## config.mk

```make
export PLATFORM = sky130hd
export DESIGN_NAME = sbt_trigger_ctrl
export DESIGN_NICKNAME = d
export VERILOG_FILES = /design/src/verilog/sbt_pkg.sv /design/src/verilog/sbt_sync_edge.sv /design/src/verilog/sbt_trigger_ctrl.sv
export VERILOG_INCLUDE_DIRS = /design/src /design/src/verilog
export SDC_FILE = /design/constraint.sdc
export NUM_CORES = 1
export LEC_CHECK = 0
export BUFFER_PORTS_ARGS = -buffer_cell sky130_fd_sc_hd__buf_2
export CORE_MARGIN = 3
export CORE_UTILIZATION = 44
export CTS_CLUSTER_SIZE = 14
export DETAILED_ROUTE_END_ITERATION = 6
export PLACE_DENSITY_LB_ADDON = 0.15
export SYNTH_ARGS = -nofsm -noshare
export SYNTH_HDL_FRONTEND = slang
export SYNTH_SLANG_ARGS = --single-unit
```

## constraint.sdc

```tcl
create_clock -name clk_i -period 6.6 [get_ports clk_i]
set_input_delay 0 -clock clk_i [delete_from_list [all_inputs] [get_ports clk_i]]
set_output_delay 0 -clock clk_i [all_outputs]
set_load 0.02 [all_outputs]
```

## src/verilog/sbt_defines.svh

```systemverilog
// constants for the sweep/burst trigger controller
`ifndef SBT_DEFINES_SVH
`define SBT_DEFINES_SVH

// ===================== timing
`define SBT_CLK_NS 5
`define SBT_PULSE_NS 1000
`define SBT_PULSE_CYC (`SBT_PULSE_NS / `SBT_CLK_NS + 1)
`define SBT_DEBOUNCE_NS 5000000
`define SBT_DEBOUNCE_CYC (`SBT_DEBOUNCE_NS / `SBT_CLK_NS)

// ===================== register offsets
`define SBT_CTRL_OFF 12'h000
`define SBT_PERIOD_OFF 12'h004
`define SBT_COUNT_OFF 12'h008
`define SBT_CMD_OFF 12'h00c
`define SBT_STATUS_OFF 12'h010

// ===================== control fields
`define SBT_CTRL_SRC_LSB 0
`define SBT_CTRL_SLOPE_BIT 2
`define SBT_CTRL_OUTEN_BIT 3
`define SBT_CTRL_OUTSLOPE_BIT 4
`define SBT_CTRL_FUNC_LSB 5
`define SBT_CTRL_GATED_BIT 7
`define SBT_CTRL_REMOTE_BIT 8

// ===================== command bits
`define SBT_CMD_BUSTRIG_BIT 0
`define SBT_CMD_APPLY_BIT 1
`define SBT_CMD_IFRESET_BIT 2

// ===================== count and reset values
`define SBT_COUNT_INF_BIT 16
`define SBT_COUNT_MIN 16'h0001
`define SBT_COUNT_MAX 16'hc350
`define SBT_COUNT_RST 16'h0001
`define SBT_PERIOD_RST 32'h001e_8480
`define SBT_PERIOD_MIN 32'h0000_0002

`endif

```

## src/verilog/sbt_pkg.sv

```systemverilog
// types for the sweep/burst trigger controller
`default_nettype none
package sbt_pkg;

  typedef enum logic [1:0] {
    SBT_SRC_INT,
    SBT_SRC_EXT,
    SBT_SRC_MAN,
    SBT_SRC_BUS
  } sbt_src_type;

  typedef enum logic [1:0] {
    SBT_FUNC_NONE,
    SBT_FUNC_SWEEP,
    SBT_FUNC_BURST,
    SBT_FUNC_RSVD
  } sbt_func_type;

  typedef enum logic [1:0] {
    SBT_ST_IDLE,
    SBT_ST_ARMED,
    SBT_ST_RUN
  } sbt_state_type;

endpackage

`default_nettype wire

```

## src/verilog/sbt_sync_edge.sv

```systemverilog
// two-flop synchroniser with edge detection
`timescale 1ns/10ps
`default_nettype none

module sbt_sync_edge (
  input wire logic clk_i,
  input wire logic rst_i,
  input wire logic d_i,
  output logic lvl_o,
  output logic rise_o,
  output logic fall_o
);

  logic meta_q;
  logic sync_q;
  logic prev_q;

  always_ff @(posedge clk_i or posedge rst_i) begin
    if (rst_i) begin
      meta_q <= 1'b0;
      sync_q <= 1'b0;
      prev_q <= 1'b0;
    end else begin
      meta_q <= d_i;
      sync_q <= meta_q;
      prev_q <= sync_q;
    end
  end

  assign lvl_o = sync_q;
  assign rise_o = sync_q & ~prev_q;
  assign fall_o = ~sync_q & prev_q;

endmodule

`default_nettype wire

```

## src/verilog/sbt_trigger_ctrl.sv

```systemverilog
// sweep/burst trigger source selection, sequencing and trigger output
`timescale 1ns/10ps
`default_nettype none
`include "sbt_defines.svh"

module sbt_trigger_ctrl
  import sbt_pkg::*;
#(
  parameter int unsigned DEBOUNCE_CYC = `SBT_DEBOUNCE_CYC
) (
  input wire logic clk_i,
  input wire logic rst_i,
  input wire logic psel_i,
  input wire logic penable_i,
  input wire logic pwrite_i,
  input wire logic [11:0] paddr_i,
  input wire logic [31:0] pwdata_i,
  output logic [31:0] prdata_o,
  output logic pready_o,
  output logic pslverr_o,
  input wire logic trig_pin_i,
  output logic trig_pin_o,
  output logic trig_pin_oe_n_o,
  input wire logic key_i,
  output logic key_led_o,
  input wire logic cycle_end_i,
  output logic run_o,
  output logic start_o
);

  localparam int unsigned PULSE_CYC = `SBT_PULSE_CYC;

  // ==================== registers and state
  logic [8:0] ctrl_q;
  logic [31:0] period_q;
  logic [15:0] count_q;
  logic inf_q;
  sbt_state_type state_q;
  logic [15:0] done_q;
  logic [31:0] tick_cnt_q;
  logic [7:0] pulse_cnt_q;
  logic key_stable_q;
  logic [22:0] deb_cnt_q;
  logic [31:0] prdata_q;
  logic pready_q;
  logic pslverr_q;
  logic trig_out_q;
  logic oe_n_q;
  logic led_q;
  logic run_q;
  logic start_q;

  // ==================== apb decode
  wire setup = psel_i & ~penable_i & ~pready_q;
  wire acc_wr = psel_i & penable_i & pready_q & pwrite_i & ~pslverr_q;
  wire sel_ctrl = paddr_i == `SBT_CTRL_OFF;
  wire sel_period = paddr_i == `SBT_PERIOD_OFF;
  wire sel_count = paddr_i == `SBT_COUNT_OFF;
  wire sel_cmd = paddr_i == `SBT_CMD_OFF;
  wire sel_status = paddr_i == `SBT_STATUS_OFF;
  wire mapped = sel_ctrl | sel_period | sel_count | sel_cmd | sel_status;
  wire wr_ctrl = acc_wr & sel_ctrl;
  wire wr_period = acc_wr & sel_period;
  wire wr_count = acc_wr & sel_count;
  wire wr_cmd = acc_wr & sel_cmd;
  wire cmd_bus = wr_cmd & pwdata_i[`SBT_CMD_BUSTRIG_BIT];
  wire cmd_apply = wr_cmd & pwdata_i[`SBT_CMD_APPLY_BIT];
  wire cmd_ifrst = wr_cmd & pwdata_i[`SBT_CMD_IFRESET_BIT];

  wire sbt_src_type src = sbt_src_type'(ctrl_q[`SBT_CTRL_SRC_LSB +: 2]);
  wire sbt_func_type func = sbt_func_type'(ctrl_q[`SBT_CTRL_FUNC_LSB +: 2]);
  wire slope_fall = ctrl_q[`SBT_CTRL_SLOPE_BIT];
  wire out_en = ctrl_q[`SBT_CTRL_OUTEN_BIT];
  wire out_fall = ctrl_q[`SBT_CTRL_OUTSLOPE_BIT];
  wire gated_burst_select = ctrl_q[`SBT_CTRL_GATED_BIT];
  wire remote = ctrl_q[`SBT_CTRL_REMOTE_BIT];
  wire active = (func == SBT_FUNC_SWEEP) | (func == SBT_FUNC_BURST);
  wire gated = (func == SBT_FUNC_BURST) & gated_burst_select;

  // count clamped into its legal span on write
  wire [15:0] cnt_wr = pwdata_i[15:0];
  wire [15:0] cnt_clamp = (cnt_wr < `SBT_COUNT_MIN) ? `SBT_COUNT_MIN :
                          (cnt_wr > `SBT_COUNT_MAX) ? `SBT_COUNT_MAX : cnt_wr;
  wire [31:0] per_clamp = (pwdata_i < `SBT_PERIOD_MIN) ? `SBT_PERIOD_MIN : pwdata_i;

  wire [31:0] status_word = {11'h000, done_q, led_q, run_q, 1'b0, state_q};
  wire [31:0] rd_mux = sel_ctrl ? {23'h000000, ctrl_q} :
                       sel_period ? period_q :
                       sel_count ? {15'h0000, inf_q, count_q} :
                       sel_status ? status_word : 32'h0000_0000;

  // ==================== inputs
  logic pin_lvl;
  logic pin_rise;
  logic pin_fall;
  logic key_lvl;

  sbt_sync_edge u_pin_sync (
    .clk_i(clk_i),
    .rst_i(rst_i),
    .d_i(trig_pin_i),
    .lvl_o(pin_lvl),
    .rise_o(pin_rise),
    .fall_o(pin_fall)
  );

  sbt_sync_edge u_key_sync (
    .clk_i(clk_i),
    .rst_i(rst_i),
    .d_i(key_i),
    .lvl_o(key_lvl),
    .rise_o(),
    .fall_o()
  );

  wire ext_edge = slope_fall ? pin_fall : pin_rise;
  wire gate_true = slope_fall ? ~pin_lvl : pin_lvl;

  // press once the level has held stable
  wire deb_done = (key_lvl != key_stable_q) & (deb_cnt_q >= 23'(DEBOUNCE_CYC - 1));
  wire key_press = deb_done & key_lvl;

  // ==================== trigger selection
  wire period_tick = tick_cnt_q == 32'h0000_0000;
  // key dropped in remote or inactive function
  wire key_ok = key_press & ~remote & active;
  wire trig_evt = (src == SBT_SRC_INT) ? period_tick :
                  (src == SBT_SRC_EXT) ? ext_edge :
                  (src == SBT_SRC_MAN) ? key_ok : cmd_bus;
  wire last_cycle = (func == SBT_FUNC_SWEEP) | (~inf_q & (done_q + 16'h0001 == count_q));
  wire armed = state_q == SBT_ST_ARMED;

  // ==================== apb and configuration
  always_ff @(posedge clk_i or posedge rst_i) begin
    if (rst_i) begin
      pready_q <= 1'b0;
      pslverr_q <= 1'b0;
      prdata_q <= 32'h0000_0000;
    end else begin
      pready_q <= setup;
      pslverr_q <= setup & ~mapped;
      if (setup) begin
        prdata_q <= rd_mux;
      end
    end
  end

  always_ff @(posedge clk_i or posedge rst_i) begin
    if (rst_i) begin
      ctrl_q <= 9'h000;
      period_q <= `SBT_PERIOD_RST;
      count_q <= `SBT_COUNT_RST;
      inf_q <= 1'b0;
    end else if (cmd_ifrst) begin
      ctrl_q <= 9'h000;
      period_q <= `SBT_PERIOD_RST;
      count_q <= `SBT_COUNT_RST;
      inf_q <= 1'b0;
    end else begin
      if (wr_ctrl) begin
        ctrl_q <= pwdata_i[8:0];
      end else if (cmd_apply) begin
        ctrl_q[`SBT_CTRL_SRC_LSB +: 2] <= SBT_SRC_INT;
      end
      if (wr_period) begin
        period_q <= per_clamp;
      end
      if (wr_count) begin
        count_q <= cnt_clamp;
        inf_q <= pwdata_i[`SBT_COUNT_INF_BIT];
      end
    end
  end

  // ==================== key debounce
  always_ff @(posedge clk_i or posedge rst_i) begin
    if (rst_i) begin
      key_stable_q <= 1'b0;
      deb_cnt_q <= 23'h000000;
    end else if (key_lvl == key_stable_q) begin
      deb_cnt_q <= 23'h000000;
    end else if (deb_done) begin
      key_stable_q <= key_lvl;
      deb_cnt_q <= 23'h000000;
    end else begin
      deb_cnt_q <= deb_cnt_q + 23'h000001;
    end
  end

  // ==================== internal period timer
  // free-running period restarts the run
  always_ff @(posedge clk_i or posedge rst_i) begin
    if (rst_i) begin
      tick_cnt_q <= 32'h0000_0000;
    end else if (src != SBT_SRC_INT | ~active | gated | wr_period | state_q == SBT_ST_IDLE) begin
      tick_cnt_q <= 32'h0000_0000;
    end else if (tick_cnt_q >= period_q - 32'h0000_0001) begin
      tick_cnt_q <= 32'h0000_0000;
    end else begin
      tick_cnt_q <= tick_cnt_q + 32'h0000_0001;
    end
  end

  // ==================== run sequencer
  always_ff @(posedge clk_i or posedge rst_i) begin
    if (rst_i) begin
      state_q <= SBT_ST_IDLE;
      done_q <= 16'h0000;
      start_q <= 1'b0;
    end else begin
      start_q <= 1'b0;
      unique case (state_q)
        SBT_ST_IDLE: begin
          if (active) begin
            state_q <= SBT_ST_ARMED;
          end
        end
        SBT_ST_ARMED: begin
          done_q <= 16'h0000;
          if (~active) begin
            state_q <= SBT_ST_IDLE;
          end else if (gated) begin
            if (gate_true) begin
              state_q <= SBT_ST_RUN;
              start_q <= 1'b1;
            end
          end else if (trig_evt) begin
            state_q <= SBT_ST_RUN;
            start_q <= 1'b1;
          end
        end
        SBT_ST_RUN: begin
          // triggers not looked at while running
          if (~active) begin
            state_q <= SBT_ST_IDLE;
          end else if (cycle_end_i) begin
            done_q <= done_q + 16'h0001;
            if (gated) begin
              // stop at cycle end once gate false
              if (~gate_true) begin
                state_q <= SBT_ST_ARMED;
              end
            end else if (last_cycle) begin
              state_q <= SBT_ST_ARMED;
            end
          end
        end
      endcase
    end
  end

  // ==================== outputs
  wire man_bus = (src == SBT_SRC_MAN) | (src == SBT_SRC_BUS);
  wire sq_high = tick_cnt_q < {1'b0, period_q[31:1]};
  // square keeps running between runs so the duty stays half the period
  wire int_sq = sq_high & active & ~gated & (state_q != SBT_ST_IDLE);
  wire out_act = (src == SBT_SRC_INT) ? int_sq : (pulse_cnt_q != 8'h00);

  always_ff @(posedge clk_i or posedge rst_i) begin
    if (rst_i) begin
      pulse_cnt_q <= 8'h00;
    end else if (start_q & man_bus) begin
      pulse_cnt_q <= 8'(PULSE_CYC);
    end else if (pulse_cnt_q != 8'h00) begin
      pulse_cnt_q <= pulse_cnt_q - 8'h01;
    end
  end

  always_ff @(posedge clk_i or posedge rst_i) begin
    if (rst_i) begin
      trig_out_q <= 1'b0;
      oe_n_q <= 1'b1;
      led_q <= 1'b0;
      run_q <= 1'b0;
    end else begin
      // external source releases the shared pin
      oe_n_q <= ~(out_en & active & (src != SBT_SRC_EXT));
      // square high first half of period, low first half when out_fall set
      trig_out_q <= out_act ^ out_fall;
      // indicator while armed awaiting key or bus
      led_q <= armed & man_bus & ~gated & active;
      run_q <= (state_q == SBT_ST_RUN) | start_q;
    end
  end

  assign prdata_o = prdata_q;
  assign pready_o = pready_q;
  assign pslverr_o = pslverr_q;
  assign trig_pin_o = trig_out_q;
  assign trig_pin_oe_n_o = oe_n_q;
  assign key_led_o = led_q;
  assign run_o = run_q;
  assign start_o = start_q;

  // ==================== checks
  src_reset_a: assert property (@(posedge clk_i) disable iff (rst_i)
    cmd_apply & ~wr_ctrl & ~cmd_ifrst |=> src == SBT_SRC_INT)
    else $error("configure-all left source not internal");

  ifrst_src_a: assert property (@(posedge clk_i) disable iff (rst_i)
    cmd_ifrst |=> ctrl_q == 9'h000 && count_q == `SBT_COUNT_RST)
    else $error("interface reset did not restore defaults");

  ext_start_a: assert property (@(posedge clk_i) disable iff (rst_i)
    armed & active & ~gated & src == SBT_SRC_EXT & ext_edge |=> start_q & state_q == SBT_ST_RUN)
    else $error("external edge did not start a run");

  no_retrig_a: assert property (@(posedge clk_i) disable iff (rst_i)
    state_q == SBT_ST_RUN & ~cycle_end_i & active |=> ~start_q)
    else $error("start during a run");

  key_block_a: assert property (@(posedge clk_i) disable iff (rst_i)
    armed & src == SBT_SRC_MAN & ~gated & (remote | ~active) |=> ~start_q)
    else $error("key accepted in remote or inactive mode");

  burst_stop_a: assert property (@(posedge clk_i) disable iff (rst_i)
    state_q == SBT_ST_RUN & active & ~gated & func == SBT_FUNC_BURST & ~inf_q & cycle_end_i
    & (done_q + 16'h0001 == count_q) |=> armed)
    else $error("burst did not stop at burst count");

  pulse_width_a: assert property (@(posedge clk_i) disable iff (rst_i)
    start_q & man_bus & ~wr_ctrl |=> ##1 (trig_out_q != out_fall) [*8])
    else $error("trigger output pulse too short");

  ext_oe_a: assert property (@(posedge clk_i) disable iff (rst_i)
    src == SBT_SRC_EXT & ~wr_ctrl & ~cmd_ifrst & ~cmd_apply |=> oe_n_q)
    else $error("trigger output driven with external source");

  led_a: assert property (@(posedge clk_i) disable iff (rst_i)
    armed & src == SBT_SRC_BUS & active & ~gated |=> led_q)
    else $error("key indicator off while awaiting bus trigger");

  gate_stop_a: assert property (@(posedge clk_i) disable iff (rst_i)
    state_q == SBT_ST_RUN & gated & ~gate_true & ~cycle_end_i & active |=> state_q == SBT_ST_RUN)
    else $error("gated run stopped before cycle end");

endmodule

`default_nettype wire
```

==> results of run 1 <==
final timing paths:
check,startpoint,to
max,period_q[4]$_DFFE_PP0P_,tick_cnt_q[16]$_DFF_PP0_
min,paddr_i[3],count_q[2]$_DFFE_PP0P_
max reg2reg,period_q[4]$_DFFE_PP0P_,tick_cnt_q[16]$_DFF_PP0_
min reg2reg,u_pin_sync.meta_q$_DFF_PP0_,u_pin_sync.lvl_o$_DFF_PP0_
max in group asynchronous,rst_i,count_q[11]$_DFFE_PP0P_
min in group asynchronous,rst_i,prdata_o[25]$_DFFE_PP0P_
cell usage in the layout, fill, tap and decap left out, types with 12 or more instances in the layout:
master,netlist,layout
a22o_1,33,33
buf_2,7,90
a21oi_1,58,58
ha_1,74,74
inv_1,57,56
nand2_1,116,116
o21ai_0,66,66
and3_1,19,19
nand4_1,28,28
dfrtp_1,175,175
nor2_1,123,123
nand3_1,43,43
nor4_1,21,21
or3_1,15,15
mux2i_1,12,12
dlygate4sd3_1,0,36
xor2_1,45,45
nor2b_1,12,12
xnor2_1,61,61
clkbuf_16,0,17
o31ai_1,18,18
nor3_1,27,27
area by class of cell:
class	instances	area, µm²	share of cell area (%)
multi-input cells	901	6011	47.21
flip-flops and latches	184	4616	36.26
repair buffers	133	863.3	6.781
clock buffers	17	425.4	3.342
well taps	324	405.4	3.184
inverters	57	221.5	1.740
clock inverters	15	186.4	1.464
diodes	1	2.502	0.01966
worst max-delay path: cells and delay by family, from the launching register on:
family / cells / cell delay [ps]
adders and majority gates: 1 / 300
buffers and inverters: 1 / 240
xor gates and xnor gates: 1 / 160
AOI/OAI and AO/OA: 4 / 720
and+or+nand+nor: 11 / 2850
DFF: 1 / 430
per-layer routing:
layer / up-vias / wire [µm] / share of wire (%) / global-route usage [%]
li1: 4471 / - / - / -
met3: 35 / 1642 / 5.2 / 4.214
met2: 253 / 14380 / 46 / 37.82
met1: 4543 / 14790 / 47 / 33.94
met5: - / 0 / 0 / 0
met4: 0 / 619 / 2.0 / 6.596
power by group through the flow:
stage	logic, µW	clock network, µW	registers [µW]
global placement	154	0	1170
CTS	172	1090	1150
global route	190	1130	1150
finish	169	1070	1150
floorplan	82.6	0	1180
detailed placement	154	0	1170
state kept, by name (all words and copies together), names as in the netlist, 2 cells and up:
name,flops
done_q,16
state_q,2
tick_cnt_q,32
prdata_o,32
count_q,16
period_q,32
ctrl_q,9
pulse_cnt_q,8
deb_cnt_q,23
cell families after synthesis:
| group | synth area share, % |
|---|---|
| AOI/OAI and AO/OA | 14.90 |
| adders and majority gates | 8.381 |
| muxes | 1.291 |
| xor gates and xnor gates | 8.652 |
| other | 0.03394 |
| DFF | 41.78 |
| buffers and inverters | 3.941 |
| and+or+nand+nor | 21.02 |
through the flow:
step	hold slack (ps)	total power [µW]
after detailed placement	109.8	1326
after CTS	75.09	2410
final	93.75	2385
after global placement	107.4	1326
after floorplan	31.43	1262
after global routing	100.4	2476
==> results.json, run 1 <==
{
  "outcome": "finished clean",
  "slew_violations": 0,
  "syn_area_um2": 11050,
  "post_cts_resized": 0,
  "path_class": "flop to flop",
  "synth_enable_flop_cells": 0,
  "synth_ff_type": "dfrtp_1",
  "worstPathArrival_ps": 5160,
  "routedWlPerCell_um": 19.26,
  "fin_area_um2": 12730,
  "comb_power_share_pct": 7.1,
  "drtPass1Iterations": 6,
  "drive_above_1_share_pct": 12.39,
  "grt_pass1_vias": 9077,
  "cts-root-buf": "clkbuf_16",
  "worst_slew_pin_slew_ps": 1031,
  "gp_congestion": 0.8555,
  "setup_viol": 0,
  "ios": 91,
  "overflow": 0,
  "fmax_ghz": 0.2086,
  "dieArea_um2": 27050,
  "yosys_warnings": 0,
  "synth_common_cells": "175 x dfrtp_1, 123 x nor2_1, 116 x nand2_1",
  "crit_required_ps": 6970,
  "synth_area_leaders": "dfrtp_1 40%, ha_1 8.4%, xnor2_1 4.8%",
  "p_sw_uw": 639.4,
  "synthToLayoutAreaGrowth_pct": 15.23,
  "portBuffers": 90,
  "grt_max_degree": 113,
  "stdcell_count": 1632,
  "hp-class": "input port to flop",
  "place_area_um2": 11760,
  "slowest_stage": "nor3_1",
  "start_util_pct": 45.03,
  "total_leakage_power_uw": 0.005710,
  "hold_path_depth": 4,
  "yosysUniqueCellTypes": 80,
  "crit_chain": "or3_1, nor4_1, nand2_1, nor3_1, nand3_1, nor3_1, nand3_1, xnor2_1, ha_1, a21o_1, a21o_1, a21oi_1, nor2_1, nor3_1, nand2_1, o31a_1, buf_4, nor2_1",
  "cp_max_fo": 32,
  "cts_sinks": 184,
  "yosysTopAreaCell": "dfrtp_1",
  "dp_hpwl_mm": 23.03,
  "cp-end-kind": "flop",
  "die_h_um": 164.5,
  "synthCells": 1186,
  "pwr_density_cell_nw_per_um2": 187.4,
  "skew_ps": 12.91,
  "cts_made_buffers": 17,
  "drc_errors": 0,
  "synth_seq_area_share_pct": 41.78,
  "maxCapViolCount": 0,
  "ir_worst_vdd_mv": 0.1119,
  "critPathMaxStageDelay_ps": 690,
  "synth_top_area_share_pct": 39.64,
  "cts_tree": "done",
  "grt_pass1_wl_mm": 50.64,
  "ant_nets": 0,
  "std_cell_rows": 57,
  "yosys.cell_count.top_type": "dfrtp_1",
  "cts_hold_buf": 36,
  "internal_power_uw": 1746,
  "synth.avg_cell_area_um2": 9.315,
  "r2r_cells": 18,
  "pwr-share-clk_pct": 44.7,
  "netSwitchingFraction_pct": 26.81,
  "drt_wl_total_mm": 31.43,
  "rsz0062_at_grt": "no",
  "first_iter_violations": 914,
  "setup_slack_ps": 1805,
  "nFillCells": 2328,
  "crit_path_start_kind": "flop",
  "post_cts_buffers": 0,
  "vias": 9302,
  "ys_ff_latch": 184,
  "finalCritPeriodShare_pct": 72.65,
  "r2r_slack_ps": 1810,
  "tns_ps": 0,
  "cts-htree-levels": 4,
  "dp.cells": 1563,
  "fin_util_pct": 51.89,
  "clk_pin_slew_ps": 70,
  "slew_headroom_pct": 31.02,
  "layout.nets": 1420,
  "pwr-share-seq_pct": 48.2,
  "grtUsageTotal_pct": 23.92,
  "insertion_delay_ps": 440,
  "clk_path_buf_depth": 2,
  "final_hold_viol_count": 0,
  "crit_top_cell": "nor3_1",
  "grt_antenna_before_repair": 1,
  "ys_async_sr_fraction_pct": 100.0,
  "viasPerCell": 5.700,
  "dp_slack_ps": 1934,
  "post-route-min-period_ps": 4795,
  "dieWidth_um": 164.5,
  "coreArea_um2": 24530
}
Note: power is estimated with default switching activity, not from simulation.
==> inputs of run 2 (changes only) <==
==> constraint.sdc (replaced) <==
create_clock -name clk_i -period 4.3 [get_ports clk_i]
set_input_delay 0 -clock clk_i [delete_from_list [all_inputs] [get_ports clk_i]]
set_output_delay 0 -clock clk_i [all_outputs]
set_load 0.02 [all_outputs]
==> run 2 against run 1 <==
Effect of this change: sequential share of layout area shrank 0.28 points; largest cell class unchanged; count of clock-buffer cells in the layout is the same; register-to-register slack lost 1600 ps; die area is the same; non-clock buffer count grew 8; total power grew 54%; final cell count grew 0.43%; combinational power grew 54%; global-route usage shrank 0.40 points; critical endpoint is now tick_cnt_q[27]$_DFF_PP0_; wire length shrank 0.71%.
==> results.json, run 2 (synthesis results as in run 1) <==
{
  "total_leakage_power_uw": 0.005769,
  "critPathMaxStageDelay_ps": 450,
  "routedWlPerCell_um": 19.04,
  "internal_power_uw": 2682,
  "slew_violations": 0,
  "std_cell_rows": 57,
  "portBuffers": 90,
  "post_cts_buffers": 0,
  "skew_ps": 11.57,
  "place_area_um2": 11830,
  "drt_wl_total_mm": 31.21,
  "maxCapViolCount": 0,
  "final_common_cell": "dfrtp_1",
  "dieArea_um2": 27050,
  "rr_startpoint": "period_q[8]$_DFFE_PP0P_",
  "diodes": 0,
  "start_util_pct": 45.03,
  "p_sw_uw": 991.7,
  "setup_slack_ps": 229.7,
  "drive_above_1_share_pct": 13.38,
  "comb_power_share_pct": 7.1,
  "tns_ps": 0,
  "path_buf_inv": 2,
  "min_from": "paddr_i[3]",
  "cp_max_fo": 32,
  "overflow": 0,
  "die_h_um": 164.5,
  "vias": 9357,
  "coreArea_um2": 24530,
  "hp-class": "input port to flop",
  "worstPathArrival_ps": 4450,
  "grt_antenna_before_repair": 0,
  "cts_tree": "done",
  "grt_max_degree": 185,
  "slowest_stage": "or3_1",
  "post-route-min-period_ps": 4070,
  "pwr-share-clk_pct": 44.9,
  "finalCritPeriodShare_pct": 94.66,
  "drtPass1Iterations": 7,
  "clk_path_buf_depth": 2,
  "startpoint": "period_q[8]$_DFFE_PP0P_",
  "final_cell_mix": "175 x dfrtp_1, 123 x nor2_1, 115 x nand2_1",
  "layout.nets": 1428,
  "insertion_delay_ps": 450,
  "crit_chain": "inv_1, nand4_1, or3_1, or3_1, or3_1, nor3_2, nand2_1, xnor2_1, ha_1, a21o_1, a21oi_1, nor2_1, nor3_1, nand2_1, o31a_1, buf_4, nor2_1",
  "dp_slack_ps": 15.80,
  "ios": 91,
  "worst_slew_pin_slew_ps": 1084,
  "dieWidth_um": 164.5,
  "cts_made_buffers": 17,
  "grt_pass1_wl_mm": 49.79,
  "cts_sinks": 184,
  "gp_congestion": 0.8828,
  "dp_hpwl_mm": 22.83,
  "ir_worst_vdd_mv": 0.1752,
  "cp-end-kind": "flop",
  "crit_top_cell": "or3_1",
  "ant_nets": 0,
  "slew_headroom_pct": 27.75,
  "synthToLayoutAreaGrowth_pct": 16.14,
  "drc_errors": 0,
  "path_class": "flop to flop",
  "pwr_density_cell_nw_per_um2": 286.3,
  "grtUsageTotal_pct": 23.52,
  "netSwitchingFraction_pct": 27.00,
  "viasPerCell": 5.709,
  "final_hold_viol_count": 0,
  "crit_required_ps": 4680,
  "fmax_ghz": 0.2457,
  "cts-root-buf": "clkbuf_16",
  "crit_path_start_kind": "flop",
  "pwr-share-seq_pct": 48.0,
  "setup_viol": 0,
  "cts-htree-levels": 4,
  "fin_area_um2": 12830,
  "grt_pass1_vias": 8980,
  "first_iter_violations": 736,
  "critical-path-top-delay-family": "simple AND/OR/NAND/NOR gates",
  "outcome": "finished clean",
  "clk_pin_slew_ps": 80
}
run 2: changes by cell type in the layout (fill, tap and decap cells not counted), sizes merged:
cell      before  now
buf           97  105
clkinv         7    4
clkinvlp       1    2
diode          1    0
inv           63   65
run 2: through the flow:
step | total power [µW] | utilization, % | hold WS [ps] | std cells
after floorplan | 1937 | - | 31.43 | 1188
after global placement | 2036 | 48.20 | 108.9 | 1571
after detailed placement | 2037 | 48.20 | 110.0 | 1571
after CTS | 3700 | 52.17 | 91.04 | 1639
after global routing | 3812 | 52.30 | 141.9 | 1639
final | 3673 | 52.30 | 100.8 | 1639
run 2: final timing paths:
check | cells past startpoint | to | slack (ps)
min reg2reg | 0 | u_pin_sync.lvl_o$_DFF_PP0_ | 350
max reg2reg | 17 | tick_cnt_q[27]$_DFF_PP0_ | 230
max | 17 | tick_cnt_q[27]$_DFF_PP0_ | 230
min in group asynchronous | 4 | deb_cnt_q[2]$_DFF_PP0_ | 310
min | 4 | count_q[2]$_DFFE_PP0P_ | 100
max in group asynchronous | 4 | prdata_o[16]$_DFFE_PP0P_ | 3110
run 2: final cells by class:
cell class | count | area [µm²]
Tap cell | 324 | 405.4
Clock inverter | 15 | 181.4
Multi-Input combinational cell | 901 | 6050
Timing Repair Buffer | 141 | 935.9
Inverter | 57 | 217.7
Clock buffer | 17 | 425.4
Fill cell | 2289 | 11700
Sequential cell | 184 | 4616
run 2: tightest hold or removal path, stage by stage:
cell and delay [ps]:
buf_2 150, nand4_2 190, nand3_1 100, nand2_1 70
run 2: power groups by stage:
stage / sequential [µW] / combinational (µW) / clock [µW]
after floorplan: 1810 / 127 / 0
after global placement: 1800 / 238 / 0
after detailed placement: 1800 / 239 / 0
after CTS: 1760 / 265 / 1670
after global routing: 1770 / 291 / 1750
final: 1760 / 261 / 1650
run 2: per-layer routing:
layer | global-route usage (%) | vias to the layer above | wire, µm
li1 | - | 4485 | -
met1 | 33.34 | 4524 | 14380
met2 | 36.72 | 309 | 14120
met3 | 4.239 | 39 | 2019
met4 | 7.358 | 0 | 694
met5 | 0 | - | 0
run 2: what timing repair did:
action,4_1_cts,5_1_grt
gates cloned,0,0
endpoints found under the setup margin,10,32
endpoints found under the hold margin,233,0
gates resized for setup,1,6
hold buffers,36,0
